<file path="src/design/chfs_regs.svh">
// Purpose: Offsets, fields, resets and timing of the charger fault supervisor
// Assumes: Core clock of 10 MHz
// Notes:   Definitions only
`ifndef CHFS_REGS_SVH
`define CHFS_REGS_SVH
// Clock and protection timing, in ns; last one an overcurrent count limit
`define CHFS_CLK_NS         100
`define CHFS_OVP_DEB_NS     2000
`define CHFS_PRE_DEB_NS     10000
`define CHFS_WOC_TICK_NS    10000
`define CHFS_WOC_CLR_NS     50000000
`define CHFS_RETRY_LONG_NS  1300000000
`define CHFS_RETRY_SHORT_NS 150000000
`define CHFS_OT_COOL_NS     100000
`define CHFS_WOC_LIMIT      3'h7
// Converter sequencing
`define CHFS_NCHAN          5
`define CHFS_POLL_CYC       2000
`define CHFS_SAR_SETTLE     3'h7
// Register offsets
`define CHFS_OFS_CTRL       8'h00
`define CHFS_OFS_MAXSYS     8'h04
`define CHFS_OFS_STATUS     8'h08
`define CHFS_OFS_RESULT     8'h0C
// Control fields and reset
`define CHFS_CTRL_INT_EN    0
`define CHFS_CTRL_POL       2
`define CHFS_CTRL_CMP_EN    3
`define CHFS_CTRL_REF2V     4
`define CHFS_CTRL_WAY_OVERCURRENT_GUARD_DIS  9
`define CHFS_CTRL_RETRY_SH  11
`define CHFS_CTRL_BO_CMP_EN 12
`define CHFS_CTRL_MASK      16'h1A1D
`define CHFS_CTRL_RST       16'h1000
`define CHFS_MAXSYS_RST     8'h00
// Status fields
`define CHFS_ST_VDD         0
`define CHFS_ST_SW          1
`define CHFS_ST_ADP         2
`define CHFS_ST_OVP         3
`define CHFS_ST_PRE         4
`define CHFS_ST_SYSOV       5
`define CHFS_ST_WOCH        6
`define CHFS_ST_OT          7
`define CHFS_ST_CMP         8
`define CHFS_ST_WCNT        9
// Analog flag positions
`define CHFS_NFLAG          13
`define CHFS_F_VDD          0
`define CHFS_F_ADP          1
`define CHFS_F_ADP_OV       2
`define CHFS_F_ADP_REL      3
`define CHFS_F_SYS06        4
`define CHFS_F_SYS_OV       5
`define CHFS_F_SYS_REL      6
`define CHFS_F_WOC          7
`define CHFS_F_TJ_HOT       8
`define CHFS_F_TJ_COOL      9
`define CHFS_F_CMP_1V2      10
`define CHFS_F_CMP_2V       11
`define CHFS_F_ADC_CMP      12
`endif

</file>
<file path="src/design/chfs_pkg.sv">
// Purpose: Types of the charger fault supervisor
// Assumes: Nothing
// Notes:   Constants live in chfs_regs.svh
package chfs_pkg;
	typedef enum logic [1:0] {PRE_CHARGE, PRE_DEB, PRE_DONE} chfs_pre_e;
	typedef enum logic {WOC_RUN, WOC_HOLD} chfs_woc_e;
	typedef enum logic [1:0] {OT_OK, OT_HOT, OT_COOL, OT_WAIT} chfs_ot_e;
	typedef enum logic [1:0] {ADC_OFF, ADC_IDLE, ADC_CONV} chfs_adc_e;
	typedef logic [7:0] chfs_code_t;
endpackage

</file>
<file path="src/design/chfs_supervisor.sv">
// Purpose: Converter sequencing, protection machines and comparator pin
// Assumes: APB slave, one 10 MHz clock, analog flags asynchronous
// Notes:   Outputs registered, except comparator_output_o tied low
//
// The placing of the registers and the APB slave port were chosen for this implementation.
`timescale 1ns/100ps
`include "chfs_regs.svh"
module chfs_supervisor
	import chfs_pkg::*;
#(
	parameter int WOC_CLR_CYC     = `CHFS_WOC_CLR_NS / `CHFS_CLK_NS,
	parameter int RETRY_LONG_CYC  = (`CHFS_RETRY_LONG_NS + `CHFS_CLK_NS - 1) / `CHFS_CLK_NS,
	parameter int RETRY_SHORT_CYC = (`CHFS_RETRY_SHORT_NS + `CHFS_CLK_NS - 1) / `CHFS_CLK_NS,
	parameter int POLL_CYC        = `CHFS_POLL_CYC
)(
	input  wire logic                    clk_sys,
	input  wire logic                    rstn,
	input  wire logic                    psel,
	input  wire logic                    penable,
	input  wire logic                    pwrite,
	input  wire logic [7:0]              paddr,
	input  wire logic [31:0]             pwdata,
	output logic      [31:0]             prdata,
	output logic                         pready,
	output logic                         pslverr,
	input  wire logic [`CHFS_NFLAG-1:0]  sense_flags,
	input  wire logic                    int_req,
	output logic                         switch_en,
	output logic                         battery_fet_gate,
	output logic                         bypass_switch_gate,
	output logic                         precharge_en,
	output logic                         adapter_present_flag,
	output logic                         adc_en,
	output logic      [2:0]              adc_chan,
	output logic      [7:0]              adc_dac_code,
	output logic                         cmp_ref_2v,
	output logic                         comparator_output_o,
	output logic                         comparator_output_oe_n
);

	// Debounce lengths: least times round up
	localparam int OVP_CYC  = (`CHFS_OVP_DEB_NS + `CHFS_CLK_NS - 1) / `CHFS_CLK_NS;
	localparam int PRE_CYC  = (`CHFS_PRE_DEB_NS + `CHFS_CLK_NS - 1) / `CHFS_CLK_NS;
	localparam int TICK_CYC = (`CHFS_WOC_TICK_NS + `CHFS_CLK_NS - 1) / `CHFS_CLK_NS;
	localparam int COOL_CYC = (`CHFS_OT_COOL_NS + `CHFS_CLK_NS - 1) / `CHFS_CLK_NS;

	logic [`CHFS_NFLAG-1:0] sync1_ff;
	logic [`CHFS_NFLAG-1:0] sync2_ff;
	logic [`CHFS_NFLAG-1:0] nxt_sync1;
	logic [`CHFS_NFLAG-1:0] nxt_sync2;
	logic                   vdd_ok;
	logic                   adp_ok;
	logic                   adp_ov;
	logic                   adp_rel;
	logic                   sys06;
	logic                   sys_ov;
	logic                   sys_rel;
	logic                   woc_raw;
	logic                   tj_hot;
	logic                   tj_cool;
	logic                   adc_above;
	logic                   bat_only;

	// Two stages before any use; stage one feeds stage two only
	always_comb begin
		nxt_sync1 = sense_flags;
		nxt_sync2 = sync1_ff;
	end

	always_ff @(posedge clk_sys) begin
		if (!rstn) begin
			sync1_ff <= '0;
			sync2_ff <= '0;
		end else begin
			sync1_ff <= nxt_sync1;
			sync2_ff <= nxt_sync2;
		end
	end

	// Synchronised flag names
	assign vdd_ok    = sync2_ff[`CHFS_F_VDD];
	assign adp_ok    = sync2_ff[`CHFS_F_ADP];
	assign adp_ov    = sync2_ff[`CHFS_F_ADP_OV];
	assign adp_rel   = sync2_ff[`CHFS_F_ADP_REL];
	assign sys06     = sync2_ff[`CHFS_F_SYS06];
	assign sys_ov    = sync2_ff[`CHFS_F_SYS_OV];
	assign sys_rel   = sync2_ff[`CHFS_F_SYS_REL];
	assign woc_raw   = sync2_ff[`CHFS_F_WOC];
	assign tj_hot    = sync2_ff[`CHFS_F_TJ_HOT];
	assign tj_cool   = sync2_ff[`CHFS_F_TJ_COOL];
	assign adc_above = sync2_ff[`CHFS_F_ADC_CMP];
	assign bat_only  = ~adp_ok;

	logic [15:0]       ctrl_ff;
	logic [7:0]        maxsys_ff;
	logic [31:0]       prdata_ff;
	logic              pready_ff;
	logic              pslverr_ff;
	logic [15:0]       nxt_ctrl;
	logic [7:0]        nxt_maxsys;
	logic [31:0]       nxt_prdata;
	logic              nxt_pready;
	logic              nxt_pslverr;
	logic [15:0]       status;
	chfs_code_t        res_ff [`CHFS_NCHAN];
	logic              wr_en;
	logic              ready_st;
	logic [23:0]       retry_cyc;

	assign wr_en     = psel & penable & pready_ff & pwrite;
	assign ready_st  = (maxsys_ff == 8'h00);
	assign retry_cyc = ctrl_ff[`CHFS_CTRL_RETRY_SH] ? 24'(RETRY_SHORT_CYC) : 24'(RETRY_LONG_CYC);

	// APB slave: read data captured in setup, write data and pready in the first access cycle
	always_comb begin
		nxt_ctrl    = ctrl_ff;
		nxt_maxsys  = maxsys_ff;
		nxt_prdata  = prdata_ff;
		nxt_pready  = psel & ~penable;
		nxt_pslverr = 1'b0;
		if (psel && !penable) begin
			nxt_prdata  = 32'h0000_0000;
			nxt_pslverr = 1'b1;
			if (paddr == `CHFS_OFS_CTRL) begin
				nxt_prdata  = {16'h0000, ctrl_ff};
				nxt_pslverr = 1'b0;
			end
			if (paddr == `CHFS_OFS_MAXSYS) begin
				nxt_prdata  = {24'h000000, maxsys_ff};
				nxt_pslverr = 1'b0;
			end
			if (paddr == `CHFS_OFS_STATUS) begin
				nxt_prdata  = {16'h0000, status};
				nxt_pslverr = 1'b0;
			end
			for (int i = 0; i < `CHFS_NCHAN; i++) begin
				if (paddr == 8'(`CHFS_OFS_RESULT + 4 * i)) begin
					nxt_prdata  = {24'h000000, res_ff[i]};
					nxt_pslverr = 1'b0;
				end
			end
		end
		// Reserved control bits never stick, so they read zero
		if (wr_en && paddr == `CHFS_OFS_CTRL)
			nxt_ctrl = pwdata[15:0] & `CHFS_CTRL_MASK;
		if (wr_en && paddr == `CHFS_OFS_MAXSYS)
			nxt_maxsys = pwdata[7:0];
	end

	always_ff @(posedge clk_sys) begin
		if (!rstn) begin
			ctrl_ff    <= `CHFS_CTRL_RST;
			maxsys_ff  <= `CHFS_MAXSYS_RST;
			prdata_ff  <= 32'h0000_0000;
			pready_ff  <= 1'b0;
			pslverr_ff <= 1'b0;
		end else begin
			ctrl_ff    <= nxt_ctrl;
			maxsys_ff  <= nxt_maxsys;
			prdata_ff  <= nxt_prdata;
			pready_ff  <= nxt_pready;
			pslverr_ff <= nxt_pslverr;
		end
	end

	chfs_adc_e   adc_st_ff;
	chfs_adc_e   nxt_adc_st;
	logic [2:0]  chan_ff;
	logic [2:0]  nxt_chan;
	logic [2:0]  bit_ff;
	logic [2:0]  nxt_bit;
	logic [2:0]  step_ff;
	logic [2:0]  nxt_step;
	chfs_code_t  code_ff;
	chfs_code_t  nxt_code;
	logic [19:0] poll_ff;
	logic [19:0] nxt_poll;
	logic        adc_en_ff;
	logic        poll_tick;
	chfs_code_t  nxt_res [`CHFS_NCHAN];

	assign poll_tick = (poll_ff == 20'(POLL_CYC - 1));

	// SAR sequencer; settle time covers DAC plus synchroniser delay
	always_comb begin
		nxt_adc_st = adc_st_ff;
		nxt_chan   = chan_ff;
		nxt_bit    = bit_ff;
		nxt_step   = step_ff;
		nxt_code   = code_ff;
		nxt_poll   = poll_tick ? 20'h00000 : poll_ff + 20'h00001;
		for (int i = 0; i < `CHFS_NCHAN; i++)
			nxt_res[i] = res_ff[i];
		case (adc_st_ff)
			ADC_OFF: begin
				if (vdd_ok)
					nxt_adc_st = ADC_IDLE;
			end
			ADC_IDLE: begin
				if (poll_tick) begin
					nxt_adc_st = ADC_CONV;
					nxt_chan   = 3'h0;
					nxt_bit    = 3'h7;
					nxt_step   = 3'h0;
					nxt_code   = 8'h80;
				end
			end
			ADC_CONV: begin
				nxt_step = step_ff + 3'h1;
				if (step_ff == `CHFS_SAR_SETTLE) begin
					// 8-bit result cannot pass 255, so saturation is implicit
					if (!adc_above)
						nxt_code[bit_ff] = 1'b0;
					if (bit_ff != 3'h0) begin
						nxt_bit = bit_ff - 3'h1;
						nxt_code[bit_ff - 3'h1] = 1'b1;
					end else begin
						nxt_res[chan_ff] = nxt_code;
						nxt_bit          = 3'h7;
						nxt_code         = 8'h80;
						if (chan_ff == 3'(`CHFS_NCHAN - 1))
							nxt_adc_st = ADC_IDLE;
						else
							nxt_chan = chan_ff + 3'h1;
					end
				end
			end
			default: nxt_adc_st = ADC_OFF;
		endcase
		// Low supply aborts any conversion; old results stay readable
		if (!vdd_ok)
			nxt_adc_st = ADC_OFF;
	end

	always_ff @(posedge clk_sys) begin
		if (!rstn) begin
			adc_st_ff <= ADC_OFF;
			chan_ff   <= 3'h0;
			bit_ff    <= 3'h7;
			step_ff   <= 3'h0;
			code_ff   <= 8'h80;
			poll_ff   <= 20'h00000;
			adc_en_ff <= 1'b0;
			for (int i = 0; i < `CHFS_NCHAN; i++)
				res_ff[i] <= 8'h00;
		end else begin
			adc_st_ff <= nxt_adc_st;
			chan_ff   <= nxt_chan;
			bit_ff    <= nxt_bit;
			step_ff   <= nxt_step;
			code_ff   <= nxt_code;
			poll_ff   <= nxt_poll;
			adc_en_ff <= (nxt_adc_st != ADC_OFF);
			for (int i = 0; i < `CHFS_NCHAN; i++)
				res_ff[i] <= nxt_res[i];
		end
	end

	logic        ovp_ff;
	logic [7:0]  ovp_cnt_ff;
	chfs_pre_e   pre_ff;
	logic [7:0]  pre_cnt_ff;
	logic        sysov_ff;
	chfs_woc_e   woc_ff;
	logic [7:0]  tick_ff;
	logic [2:0]  wcnt_ff;
	logic [23:0] wclr_ff;
	logic [23:0] wdly_ff;
	chfs_ot_e    ot_ff;
	logic [23:0] ot_cnt_ff;
	logic        nxt_ovp;
	logic [7:0]  nxt_ovp_cnt;
	chfs_pre_e   nxt_pre;
	logic [7:0]  nxt_pre_cnt;
	logic        nxt_sysov;
	chfs_woc_e   nxt_woc;
	logic [7:0]  nxt_tick;
	logic [2:0]  nxt_wcnt;
	logic [23:0] nxt_wclr;
	logic [23:0] nxt_wdly;
	chfs_ot_e    nxt_ot;
	logic [23:0] nxt_ot_cnt;
	logic        woc_trip;
	logic        ready_q_ff;

	assign woc_trip = woc_raw & ~ctrl_ff[`CHFS_CTRL_WAY_OVERCURRENT_GUARD_DIS];

	// Protection machines
	always_comb begin
		nxt_ovp     = ovp_ff;
		nxt_ovp_cnt = 8'h00;
		nxt_pre     = pre_ff;
		nxt_pre_cnt = 8'h00;
		nxt_sysov   = sysov_ff;
		nxt_woc     = woc_ff;
		nxt_tick    = 8'h00;
		nxt_wcnt    = wcnt_ff;
		nxt_wclr    = (wclr_ff == 24'(WOC_CLR_CYC - 1)) ? 24'h000000 : wclr_ff + 24'h000001;
		nxt_wdly    = 24'h000000;
		nxt_ot      = ot_ff;
		nxt_ot_cnt  = 24'h000000;
		// Adapter overvoltage, debounced both ways
		if (!ovp_ff && adp_ov) begin
			nxt_ovp_cnt = ovp_cnt_ff + 8'h01;
			if (ovp_cnt_ff == 8'(OVP_CYC - 1))
				nxt_ovp = 1'b1;
		end
		if (ovp_ff && adp_rel) begin
			nxt_ovp_cnt = ovp_cnt_ff + 8'h01;
			if (ovp_cnt_ff == 8'(OVP_CYC - 1))
				nxt_ovp = 1'b0;
		end
		// Rail short qualification
		case (pre_ff)
			PRE_CHARGE: begin
				if (sys06)
					nxt_pre = PRE_DEB;
			end
			PRE_DEB: begin
				nxt_pre_cnt = pre_cnt_ff + 8'h01;
				if (!sys06)
					nxt_pre = PRE_CHARGE;
				else if (pre_cnt_ff == 8'(PRE_CYC - 1))
					nxt_pre = PRE_DONE;
			end
			PRE_DONE: nxt_pre = PRE_DONE;
			default: nxt_pre = PRE_CHARGE;
		endcase
		// Ready state parks the machine so leaving it requalifies
		if (ready_st)
			nxt_pre = PRE_CHARGE;
		// System overvoltage is a plain hysteresis latch
		if (sys_ov)
			nxt_sysov = 1'b1;
		else if (sys_rel)
			nxt_sysov = 1'b0;
		// Way overcurrent counting and retry
		if (wclr_ff == 24'(WOC_CLR_CYC - 1))
			nxt_wcnt = 3'h0;
		case (woc_ff)
			WOC_RUN: begin
				if (woc_trip) begin
					nxt_tick = tick_ff + 8'h01;
					if (tick_ff == 8'(TICK_CYC - 1)) begin
						nxt_tick = 8'h00;
						nxt_wcnt = wcnt_ff + 3'h1;
					end
				end
				if (wcnt_ff == `CHFS_WOC_LIMIT) begin
					nxt_woc  = WOC_HOLD;
					nxt_wcnt = 3'h0;
				end
			end
			WOC_HOLD: begin
				nxt_wdly = wdly_ff + 24'h000001;
				if (wdly_ff >= retry_cyc - 24'h000001) begin
					nxt_woc = WOC_RUN;
					nxt_pre = PRE_CHARGE;
				end
			end
			default: nxt_woc = WOC_RUN;
		endcase
		if (ctrl_ff[`CHFS_CTRL_WAY_OVERCURRENT_GUARD_DIS]) begin
			nxt_woc  = WOC_RUN;
			nxt_wcnt = 3'h0;
		end
		// Over-temperature with cool debounce then restart delay
		case (ot_ff)
			OT_OK: begin
				if (tj_hot)
					nxt_ot = OT_HOT;
			end
			OT_HOT: begin
				if (tj_cool && !tj_hot)
					nxt_ot = OT_COOL;
			end
			OT_COOL: begin
				nxt_ot_cnt = ot_cnt_ff + 24'h000001;
				if (!tj_cool || tj_hot)
					nxt_ot = OT_HOT;
				else if (ot_cnt_ff == 24'(COOL_CYC - 1)) begin
					nxt_ot     = OT_WAIT;
					nxt_ot_cnt = 24'h000000;
				end
			end
			OT_WAIT: begin
				nxt_ot_cnt = ot_cnt_ff + 24'h000001;
				if (tj_hot)
					nxt_ot = OT_HOT;
				else if (ot_cnt_ff >= retry_cyc - 24'h000001)
					nxt_ot = OT_OK;
			end
			default: nxt_ot = OT_OK;
		endcase
	end

	always_ff @(posedge clk_sys) begin
		if (!rstn) begin
			ovp_ff     <= 1'b0;
			ovp_cnt_ff <= 8'h00;
			pre_ff     <= PRE_CHARGE;
			pre_cnt_ff <= 8'h00;
			sysov_ff   <= 1'b0;
			woc_ff     <= WOC_RUN;
			tick_ff    <= 8'h00;
			wcnt_ff    <= 3'h0;
			wclr_ff    <= 24'h000000;
			wdly_ff    <= 24'h000000;
			ot_ff      <= OT_OK;
			ot_cnt_ff  <= 24'h000000;
			ready_q_ff <= 1'b1;
		end else begin
			ovp_ff     <= nxt_ovp;
			ovp_cnt_ff <= nxt_ovp_cnt;
			pre_ff     <= nxt_pre;
			pre_cnt_ff <= nxt_pre_cnt;
			sysov_ff   <= nxt_sysov;
			woc_ff     <= nxt_woc;
			tick_ff    <= nxt_tick;
			wcnt_ff    <= nxt_wcnt;
			wclr_ff    <= nxt_wclr;
			wdly_ff    <= nxt_wdly;
			ot_ff      <= nxt_ot;
			ot_cnt_ff  <= nxt_ot_cnt;
			ready_q_ff <= ready_st;
		end
	end

	logic sw_ff;
	logic battery_fet_gate_ff;
	logic byp_ff;
	logic pre_en_ff;
	logic adp_flag_ff;
	logic ref2v_ff;
	logic pin_oe_n_ff;
	logic nxt_sw;
	logic nxt_adp_flag;
	logic cmp_on;
	logic cmp_above;
	logic cmp_level;
	logic ref2v;
	logic pull_low;

	// Comparator: battery-only forces 1.2V and uses its own enable
	assign ref2v     = ctrl_ff[`CHFS_CTRL_REF2V] & ~bat_only;
	assign cmp_on    = bat_only ? ctrl_ff[`CHFS_CTRL_BO_CMP_EN] : ctrl_ff[`CHFS_CTRL_CMP_EN];
	assign cmp_above = ref2v_ff ? sync2_ff[`CHFS_F_CMP_2V] : sync2_ff[`CHFS_F_CMP_1V2];
	assign cmp_level = cmp_above ^ ctrl_ff[`CHFS_CTRL_POL];
	assign pull_low  = (cmp_on & ~cmp_level) | (ctrl_ff[`CHFS_CTRL_INT_EN] & int_req);

	// Switching needs every guard clear and a nonzero system setting
	always_comb begin
		nxt_sw = ~ovp_ff & (pre_ff == PRE_DONE) & ~sysov_ff & (woc_ff == WOC_RUN) & ~woc_trip
			& (ot_ff == OT_OK) & ~ready_st & adp_ok;
		nxt_adp_flag = adp_ok & (woc_ff == WOC_RUN);
		if (ovp_ff)
			nxt_adp_flag = adp_flag_ff;
	end

	always_ff @(posedge clk_sys) begin
		if (!rstn) begin
			sw_ff       <= 1'b0;
			battery_fet_gate_ff    <= 1'b0;
			byp_ff      <= 1'b0;
			pre_en_ff   <= 1'b0;
			adp_flag_ff <= 1'b0;
			ref2v_ff    <= 1'b0;
			pin_oe_n_ff <= 1'b1;
		end else begin
			sw_ff       <= nxt_sw;
			battery_fet_gate_ff    <= ovp_ff | bat_only;
			byp_ff      <= ~woc_trip & (woc_ff == WOC_RUN);
			pre_en_ff   <= (pre_ff != PRE_DONE);
			adp_flag_ff <= nxt_adp_flag;
			ref2v_ff    <= ref2v;
			pin_oe_n_ff <= ~pull_low;
		end
	end

	// Status word for software
	always_comb begin
		status                       = 16'h0000;
		status[`CHFS_ST_VDD]         = vdd_ok;
		status[`CHFS_ST_SW]          = sw_ff;
		status[`CHFS_ST_ADP]         = adp_flag_ff;
		status[`CHFS_ST_OVP]         = ovp_ff;
		status[`CHFS_ST_PRE]         = (pre_ff == PRE_DONE);
		status[`CHFS_ST_SYSOV]       = sysov_ff;
		status[`CHFS_ST_WOCH]        = (woc_ff == WOC_HOLD);
		status[`CHFS_ST_OT]          = (ot_ff != OT_OK);
		status[`CHFS_ST_CMP]         = cmp_level;
		status[`CHFS_ST_WCNT +: 3]   = wcnt_ff;
	end

	// Port drive, all from registers except pin data, which is tied low
	assign prdata                 = prdata_ff;
	assign pready                 = pready_ff;
	assign pslverr                = pslverr_ff;
	assign switch_en              = sw_ff;
	assign battery_fet_gate       = battery_fet_gate_ff;
	assign bypass_switch_gate     = byp_ff;
	assign precharge_en           = pre_en_ff;
	assign adapter_present_flag   = adp_flag_ff;
	assign adc_en                 = adc_en_ff;
	assign adc_chan               = chan_ff;
	assign adc_dac_code           = code_ff;
	assign cmp_ref_2v             = ref2v_ff;
	assign comparator_output_o    = 1'b0;
	assign comparator_output_oe_n = pin_oe_n_ff;

	// Checks
	a_adc_low_vdd: assert property (@(posedge clk_sys) disable iff (!rstn)
		!vdd_ok |=> !adc_en_ff) else $error("converter active at low supply");
	a_ovp_stop: assert property (@(posedge clk_sys) disable iff (!rstn)
		ovp_ff |=> !sw_ff ##0 battery_fet_gate_ff) else $error("switching during adapter overvoltage");
	a_ovp_flag_hold: assert property (@(posedge clk_sys) disable iff (!rstn)
		ovp_ff |=> adp_flag_ff == $past(adp_flag_ff)) else $error("adapter flag moved in overvoltage");
	a_pre_no_sw: assert property (@(posedge clk_sys) disable iff (!rstn)
		pre_en_ff |-> !sw_ff) else $error("switching while precharging");
	a_pre_drop: assert property (@(posedge clk_sys) disable iff (!rstn)
		(pre_ff == PRE_DEB && !sys06) |=> pre_ff == PRE_CHARGE) else $error("rail drop not requalified");
	a_ready_requal: assert property (@(posedge clk_sys) disable iff (!rstn)
		(ready_q_ff && !ready_st) |-> pre_ff == PRE_CHARGE) else $error("ready exit skipped precharge");
	a_sysov_stop: assert property (@(posedge clk_sys) disable iff (!rstn)
		sys_ov |=> sysov_ff ##1 !sw_ff) else $error("system overvoltage not stopping");
	a_woc_gate: assert property (@(posedge clk_sys) disable iff (!rstn)
		woc_trip |=> !byp_ff) else $error("bypass gate on during trip");
	a_woc_shut: assert property (@(posedge clk_sys) disable iff (!rstn)
		(woc_ff == WOC_HOLD && !ovp_ff) |=> !adp_flag_ff && !sw_ff) else $error("no shutdown after count");
	a_woc_dis: assert property (@(posedge clk_sys) disable iff (!rstn)
		ctrl_ff[`CHFS_CTRL_WAY_OVERCURRENT_GUARD_DIS] |=> woc_ff == WOC_RUN && wcnt_ff == 3'h0) else $error("disabled guard acted");
	a_ot_stop: assert property (@(posedge clk_sys) disable iff (!rstn)
		tj_hot |=> ot_ff != OT_OK ##1 !sw_ff) else $error("switching while hot");
	a_pin_int: assert property (@(posedge clk_sys) disable iff (!rstn)
		(ctrl_ff[`CHFS_CTRL_INT_EN] && int_req) |=> !pin_oe_n_ff) else $error("interrupt not pulling pin");

endmodule // chfs_supervisor

</file>
<file path="config.mk">
export PLATFORM = sky130hd
export DESIGN_NAME = chfs_supervisor
export DESIGN_NICKNAME = d
export VERILOG_FILES = /design/src/design/chfs_pkg.sv /design/src/design/chfs_supervisor.sv
export VERILOG_INCLUDE_DIRS = /design/src /design/src/design
export SDC_FILE = /design/constraint.sdc
export NUM_CORES = 1
export LEC_CHECK = 0
export ABC_AREA = 1
export BUFFER_PORTS_ARGS = -buffer_cell sky130_fd_sc_hd__buf_2
export CORE_MARGIN = 10
export CORE_UTILIZATION = 45
export CTS_BUF_LIST = sky130_fd_sc_hd__clkbuf_4
export DETAILED_ROUTE_END_ITERATION = 10
export HOLD_SLACK_MARGIN = 0.08
export PLACE_DENSITY = 0.66
export SETUP_SLACK_MARGIN = 0.5
export SYNTH_ARGS = -nofsm -noshare
export SYNTH_HDL_FRONTEND = slang
export SYNTH_SLANG_ARGS = --single-unit
</file>
<file path="constraint.sdc">
create_clock -name clk_sys -period 2.5 [get_ports clk_sys]
set_clock_uncertainty 0.2 [all_clocks]
set_input_delay 0.5 -clock clk_sys [delete_from_list [all_inputs] [get_ports clk_sys]]
set_output_delay 0.5 -clock clk_sys [all_outputs]
set_load 0.02 [all_outputs]
</file>
Word level (Yosys, flattened, before mapping)
Memory sizes are Yosys's and may differ from the RTL's.
Index checks and enable logic that the tools add are counted.
{ "word_totals": {"reg_bits": 228, "latch_bits": 0, "mem_bits_rw": 40, "mem_bits_ro": 0, "inputBits": 59, "elab_cells": 247, "mem_count": 1} }
{ "classes": {"add_sub_neg": 12, "mul": 0, "div_mod_pow": 0, "order_cmp": 8, "n_eq_ne": 32, "n_shift": 0, "n_mux": 85, "n_bitwise": 41, "reduce_logical": 35} }
{ "memory_table": {"columns": ["name", "depth", "word_bits", "rd", "rd_ports_with_merged_regs", "wr", "line", "source"], "rows": [
  ["res_ff", 5, 8, 5, 0, 5, "chfs_supervisor.sv:105", "chfs_code_t res_ff [`CHFS_NCHAN];"]
]} }
{ "op_table": {"columns": ["op", "count"], "rows": [
  ["32-bit 2-to-1 mux", 7],
  ["40-bit 2-to-1 mux", 3],
  ["8-bit 2-to-1 mux", 14],
  ["24-bit by 1-bit adder with 24-bit output (second input constant)", 3],
  ["24-bit 2-to-1 mux", 3],
  ["24-bit >= comparator", 2],
  ["24-bit one-hot mux with 2 select lines", 1],
  ["40-bit bitwise mux", 1],
  ["8-bit by 5-bit equality test with 1-bit output (second input constant)", 5],
  ["3-bit 2-to-1 mux", 12],
  ["2-bit 2-to-1 mux", 17],
  ["8-bit by 1-bit adder with 8-bit output (second input constant)", 3],
  ["8-bit demux with 3-bit select", 1],
  ["24-bit by 10-bit equality test with 1-bit output (second input constant)", 1],
  ["24-bit by 19-bit equality test with 1-bit output (second input constant)", 1],
  ["24-bit by 1-bit subtractor with 24-bit output (second input constant)", 1],
  ["20-bit by 1-bit adder with 20-bit output (second input constant)", 1],
  ["20-bit by 11-bit equality test with 1-bit output (second input constant)", 1],
  ["3-bit one-hot mux with 2 select lines", 3],
  ["1-bit AND", 17],
  ["8-bit by 4-bit equality test with 1-bit output (second input constant)", 2],
  ["8-bit by 7-bit equality test with 1-bit output (second input constant)", 2],
  ["8-bit zero test", 2],
  ["8-bit one-hot mux with 2 select lines", 1],
  ["38 further kinds", 109]
]} }

Longest topological paths before layout
{ "logic_depth": {"ltp_word": 14, "depth_mapped": 12, "depth_no_buf": 12} }

Worst setup path before layout
OpenSTA, ideal clock, no wires.
{ "synth_timing": {"path_type": "register -> register", "startpoint": "reg ctrl_ff[11]", "endpoint": "reg ot_ff[0]", "setup_time_ns": 0.110, "arrival_ns": 1.852, "slack_ns": 0.338, "path_stages_with_launch": 13, "n_path_buf": 0, "period_less_slack_ns": 2.162, "cell_sequence": "dfxtp_1 > inv_1 > ha_1 > nand2_1 > nand2_1 > a21oi_1 > nand2_1 > a21oi_1 > nand4_1 > nand3_1 > nand2_1 > inv_1 > nor2_1"} }
{ "synth_via": {"elab_chain_cells": 5} }
{ "synth_lines": {"columns": ["element", "line", "source"], "rows": [
  ["from (decl)", "chfs_supervisor.sv:94", "logic [15:0] ctrl_ff;"],
  ["from (signal assigned)", "chfs_supervisor.sv:152", "ctrl_ff <= `CHFS_CTRL_RST;"],
  ["from (signal assigned)", "chfs_supervisor.sv:158", "ctrl_ff <= nxt_ctrl;"],
  ["24-bit 2-to-1 mux", "chfs_supervisor.sv:112", "assign retry_cyc = ctrl_ff[`CHFS_CTRL_RETRY_SH] ? 24'(RETRY_SHORT_CYC) : 24'(RETRY_LONG_CYC);"],
  ["24-bit by 1-bit subtractor with 24-bit output", "chfs_supervisor.sv:390", "else if (ot_cnt_ff >= retry_cyc - 24'h000001)"],
  ["24-bit >= comparator", "chfs_supervisor.sv:390", null],
  ["3-bit != test (no line)", null, null],
  ["4-bit AND reduction (no line)", null, null],
  ["to (signal assigned)", "chfs_supervisor.sv:423", "ot_ff <= nxt_ot;"],
  ["to (decl)", "chfs_supervisor.sv:269", "chfs_ot_e ot_ff;"]
]} }
Every way passes these cells.
A chain may end at the register's enable or synchronous reset.

Worst setup path in the final report
{ "layout_timing": {"startpoint": "reg ctrl_ff[11]", "endpoint": "reg pre_ff[1]"} }
{ "layout_via": {"elab_chain_cells": 5} }
{ "layout_lines": {"columns": ["element", "line", "source"], "rows": [
  ["24-bit 2-to-1 mux", "chfs_supervisor.sv:112", null],
  ["24-bit by 1-bit subtractor with 24-bit output", "chfs_supervisor.sv:356", "if (wdly_ff >= retry_cyc - 24'h000001) begin"],
  ["24-bit >= comparator", "chfs_supervisor.sv:356", null],
  ["2-bit 2-to-1 mux", "chfs_supervisor.sv:356", null],
  ["2-bit 2-to-1 mux", "chfs_supervisor.sv:340", "case (woc_ff)"],
  ["to (signal assigned)", "chfs_supervisor.sv:415", "pre_ff <= nxt_pre;"],
  ["to (decl)", "chfs_supervisor.sv:261", "chfs_pre_e pre_ff;"]
]} }
Every way passes these cells.

==> flow_summary_export.csv <==
group,metric,value,unit
logic_synthesis,synthCells,1611,
clock_tree,clk_latency,0.66,ns
clock_tree,clk_pin_slew_worst_paths,0.06,ns
setup_path,required,2.87,ns
sta,setup_viol,0,
global_route,grt_max_degree,41,
floorplan,start_util,45.3,%
sta,max_clock_freq,474,MHz
placement,dp_hpwl,21000,microns
detailed_routing,dr.pass1.iters,6,
placement,numPortBuffers,71,
global_route,grt_pass1_wl,48600,microns
setup_path,slowest_delay,0.38,ns
setup_path,cp-start-kind,"flip-flop",
logic_synthesis,yosysUniqueCellTypes,62,
power,p_comb_share,6.3,%
setup_path,crit_chain,"buf_4, clkinvlp_4, ha_1, a21oi_1, nor2_1, o31ai_1, nand4_1, a21oi_1",
floorplan,dieArea,33900,sq um
logic_synthesis,syn_area,12100,sq um
floorplan,core.rowCount,60,
layout,final_nets,1901,
power,power_frac_clock,46.0,%
setup_path,r2r_slack,0.39,ns
setup_path,critPathMostFrequentCell,"a21oi_1",
global_route,globalRouteTotalUtil,17.1,%
setup_path,rr_worst_depth,8,
global_route,grt_pass1_vias,10600,
clock_tree,cts.sinks,249,
hold_path,min_path_type,"in2reg",
hold_path,hold_depth,6,
sta,hold_viol_final,0,
power,internal_power,0.00646,W
run_status,status,"complete, no violations",
floorplan,die_w,184,microns
power,power.density,577,nW/um^2
clock_tree,cts_buffers,69,
detailed_routing,viasPerCell,5.07,
sta,slew_headroom,66.1,%
logic_synthesis,synth_seq_cells,249,
sta,maxSlewViolCount,0,
detailed_routing,drtAntennaViolNets,0,
sta,tightestPinTransition,0.504,ns
floorplan,core,26700,sq um
logic_synthesis,yosysTopAreaCell,"dfxtp_1",
power,switching_power,0.00208,W
layout,drive_gt1_share,22.5,%
setup_path,critPathKind,"reg2reg",
setup_path,critPathMaxFanout,5,
logic_synthesis,synthTopCellsByArea,"dfxtp_1 41%, nand2_1 8.5%, nor2_1 6.4%",
clock_tree,cts_root_buf,"clkbuf_4",
layout,area_growth,22.1,%
floorplan,chipHeight,184,microns
logic_synthesis,yosys_warnings,0,
placement,post_dp_cell_area,12800,sq um
layout,n_fill_cell,2539,
setup_path,r2r-start,"ctrl_ff[11]$_SDFFE_PN0P_",
placement,gp_congestion,0.866,
detailed_routing,vias,11100,
sta,period_minus_slack,2.11,ns
detailed_routing,drc,0,
clock_tree,h-tree-depth,3,
floorplan,ios,113,
power,power_switching_share,24.3,%
setup_path,end_kind,"flip-flop",
detailed_routing,detail_route.wl_per_cell,13.9,microns
layout,finalInstanceArea,14800,sq um
power,ir_drop,0.000332,V
layout,regArea,5020,sq um
setup_path,reg2reg_to,"pre_ff[1]$_SDFF_PN0_",
clock_tree,tritoncts,"built",
detailed_routing,drt-total-wl,30600,microns
sta,fin_crit_sh,84.5,%
global_route,antenna_found_initial,4,
sta,rsz0062_at_grt,"yes",
power,p_leak,6.19,nW
hold_path,hold_end,"prdata[12]$_SDFFE_PN0P_",
logic_synthesis,synth_top_area_share,41.1,%
layout,multi_input_comb_area,6400,sq um
run,cap_violations,0,
power,seqPwrFrac,47.6,%
hold_path,hold_path.startpoint,"paddr[3]",
clock_tree,clockBufferDepth,3,
global_route,grt.overflow.total,0,
detailed_routing,drt-initial-drc-count,692,
sta,setup-tns-final,0,ns
logic_synthesis,synth_seq_area_share,41.1,%
layout,post-route-util,55.4,%
setup_path,slowest_stage,"dfxtp_4",
logic_synthesis,avgSynthCellArea,7.52,sq um
setup_path,cp.arrival,2.48,ns
==> synthesized netlist by cell type (all sizes together) <==
library cell    n
o21a            3
o22ai           3
buf            41
o21bai          1
a21o            1
nand3b          3
and3            6
o31ai           1
nor3b          19
clkbuf         15
a21boi          2
inv           214
o211ai          1
mux2            1
nor3           62
or3             1
ha             37
xnor2          11
xor2           21
nand3          80
o221a           1
nor2          230
conb            1
a211oi         14
a21oi         123
dfxtp         249
or2             9
o211a           2
a22oi           1
mux2i           1
nor4           21
a31oi           3
o2111ai         8
nand2         284
o21ai          95
clkinv          2
nand4          44
==> flip-flops by register name, indices dropped and copies added, names as in the netlist, 7 cells and up <==
signal and flops:
adc_dac_code 8, ctrl_ff 7, maxsys_ff 8, nxt_sync2 13
ot_cnt_ff 24, ovp_cnt_ff 8, poll_ff 20, prdata 13
pre_cnt_ff 8, res_ff 40, sync2_ff 13, tick_ff 8
wclr_ff 24, wdly_ff 24
==> worst max-delay path, delay by kind of cell (launching register included) <==
kind,cells,cell delay [ns]
adders and majority gates,1,0.33
and+or+nand+nor,2,0.31
AOI/OAI and AO/OA,3,0.59
DFF,1,0.38
buffers and inverters,2,0.24
==> per-layer routing <==
layer | global-route usage, % | wire length [microns]
met5 | 0 | 0
met4 | 6.82 | 973
met3 | 4.15 | 1500
met2 | 29.1 | 14800
met1 | 20.3 | 13300
==> stage by stage <==
step | instances | hold WS, ns | setup slack [ns] | power [W]
floorplan | 1630 | 0.190 | 0.506 | 0.00449
global placement | 2009 | 0.197 | 0.276 | 0.00461
detailed placement | 2009 | 0.199 | 0.260 | 0.00462
CTS | 2159 | 0.0854 | 0.425 | 0.00862
global route | 2195 | 0.112 | 0.267 | 0.00899
finish | 2196 | 0.155 | 0.389 | 0.00854
==> cell families (layout without fill, tap and decap cells) <==
family                   count (synthesis)  count (layout)  share of synthesized area, %
AO/OA/AOI/OAI                          259             259                          11.9
XOR/XNOR                                32              32                          2.31
adder cells (fa/ha/maj)                 37              37                          3.82
buffers and inverters                  272             493                          9.58
flip-flops                             249             249                          41.1
multiplexers                             2               2                         0.176
other                                    1              24                        0.0309
AND/OR/NAND/NOR                        759             759                          31.0
==> worst max path at each step <==
| stage | startpoint | end | slack (ns) | cells after the start |
|---|---|---|---|---|
| 5_1_grt | ctrl_ff[11]$_SDFFE_PN0P_ | ot_ff[0]$_SDFFE_PN0P_ | 0.27 | 12 |
| 2_1_floorplan | ctrl_ff[11]$_SDFFE_PN0P_ | ot_ff[0]$_SDFFE_PN0P_ | 0.51 | 12 |
| 6_report | ctrl_ff[11]$_SDFFE_PN0P_ | pre_ff[1]$_SDFF_PN0_ | 0.39 | 8 |
| 4_1_cts | ctrl_ff[11]$_SDFFE_PN0P_ | ot_ff[1]$_SDFFE_PN0P_ | 0.43 | 12 |
| 3_5_place_dp | ctrl_ff[11]$_SDFFE_PN0P_ | ot_ff[1]$_SDFFE_PN0P_ | 0.26 | 12 |
| 3_3_place_gp | ctrl_ff[11]$_SDFFE_PN0P_ | ot_ff[0]$_SDFFE_PN0P_ | 0.28 | 12 |
==> cell type report <==
| class | count | area share [%] |
|---|---|---|
| diodes | 4 | 0.0677 |
| clock buffers | 101 | 5.13 |
| clock inverters | 16 | 1.15 |
| inverters | 216 | 5.60 |
| multi-input cells | 1109 | 43.3 |
| flip-flops and latches | 249 | 33.9 |
| well taps | 341 | 2.88 |
| repair buffers | 159 | 7.92 |
| repair inverters | 1 | 0.0507 |
==> repair_timing <==
item | CTS | global route
setup endpoints to repair | 42 | 119
resized for setup | 13 | 121
buffers inserted | 6 | 32
pin swaps | 3 | 34
hold endpoints to repair | 32 | 0
hold buffers | 26 | 0
gates cloned | 1 | 1
==> power groups by stage <==
stage | Combinational (W) | Clock, W | Sequential [W]
after floorplan | 0.000333 | 0 | 0.00415
after global placement | 0.000458 | 0 | 0.00415
after detailed placement | 0.000464 | 0 | 0.00416
after CTS | 0.000503 | 0.00405 | 0.00407
after global routing | 0.000609 | 0.00431 | 0.00407
final | 0.000541 | 0.00393 | 0.00407
==> cells in the final DEF, fill, tap and decap left out, types with 10 or more instances in the layout <==
cell / Yosys / layout
a21oi_1: 122 / 116
buf_2: 10 / 67
buf_4: 26 / 55
clkbuf_4: 0 / 101
clkinv_1: 2 / 10
conb_1: 1 / 20
dfxtp_1: 249 / 231
dfxtp_2: 0 / 12
dlygate4sd3_1: 0 / 26
ha_1: 37 / 29
inv_1: 194 / 186
inv_2: 17 / 24
nand2_1: 275 / 261
nand2_2: 6 / 14
nand3_1: 73 / 69
nand4_1: 41 / 41
nor2_1: 207 / 204
nor2_4: 12 / 18
nor3_1: 46 / 45
nor3_4: 8 / 11
nor3b_1: 15 / 14
nor4_1: 15 / 13
o21ai_0: 88 / 82
xnor2_1: 11 / 10
xor2_1: 21 / 21
Note: power is estimated with default switching activity, not from simulation.
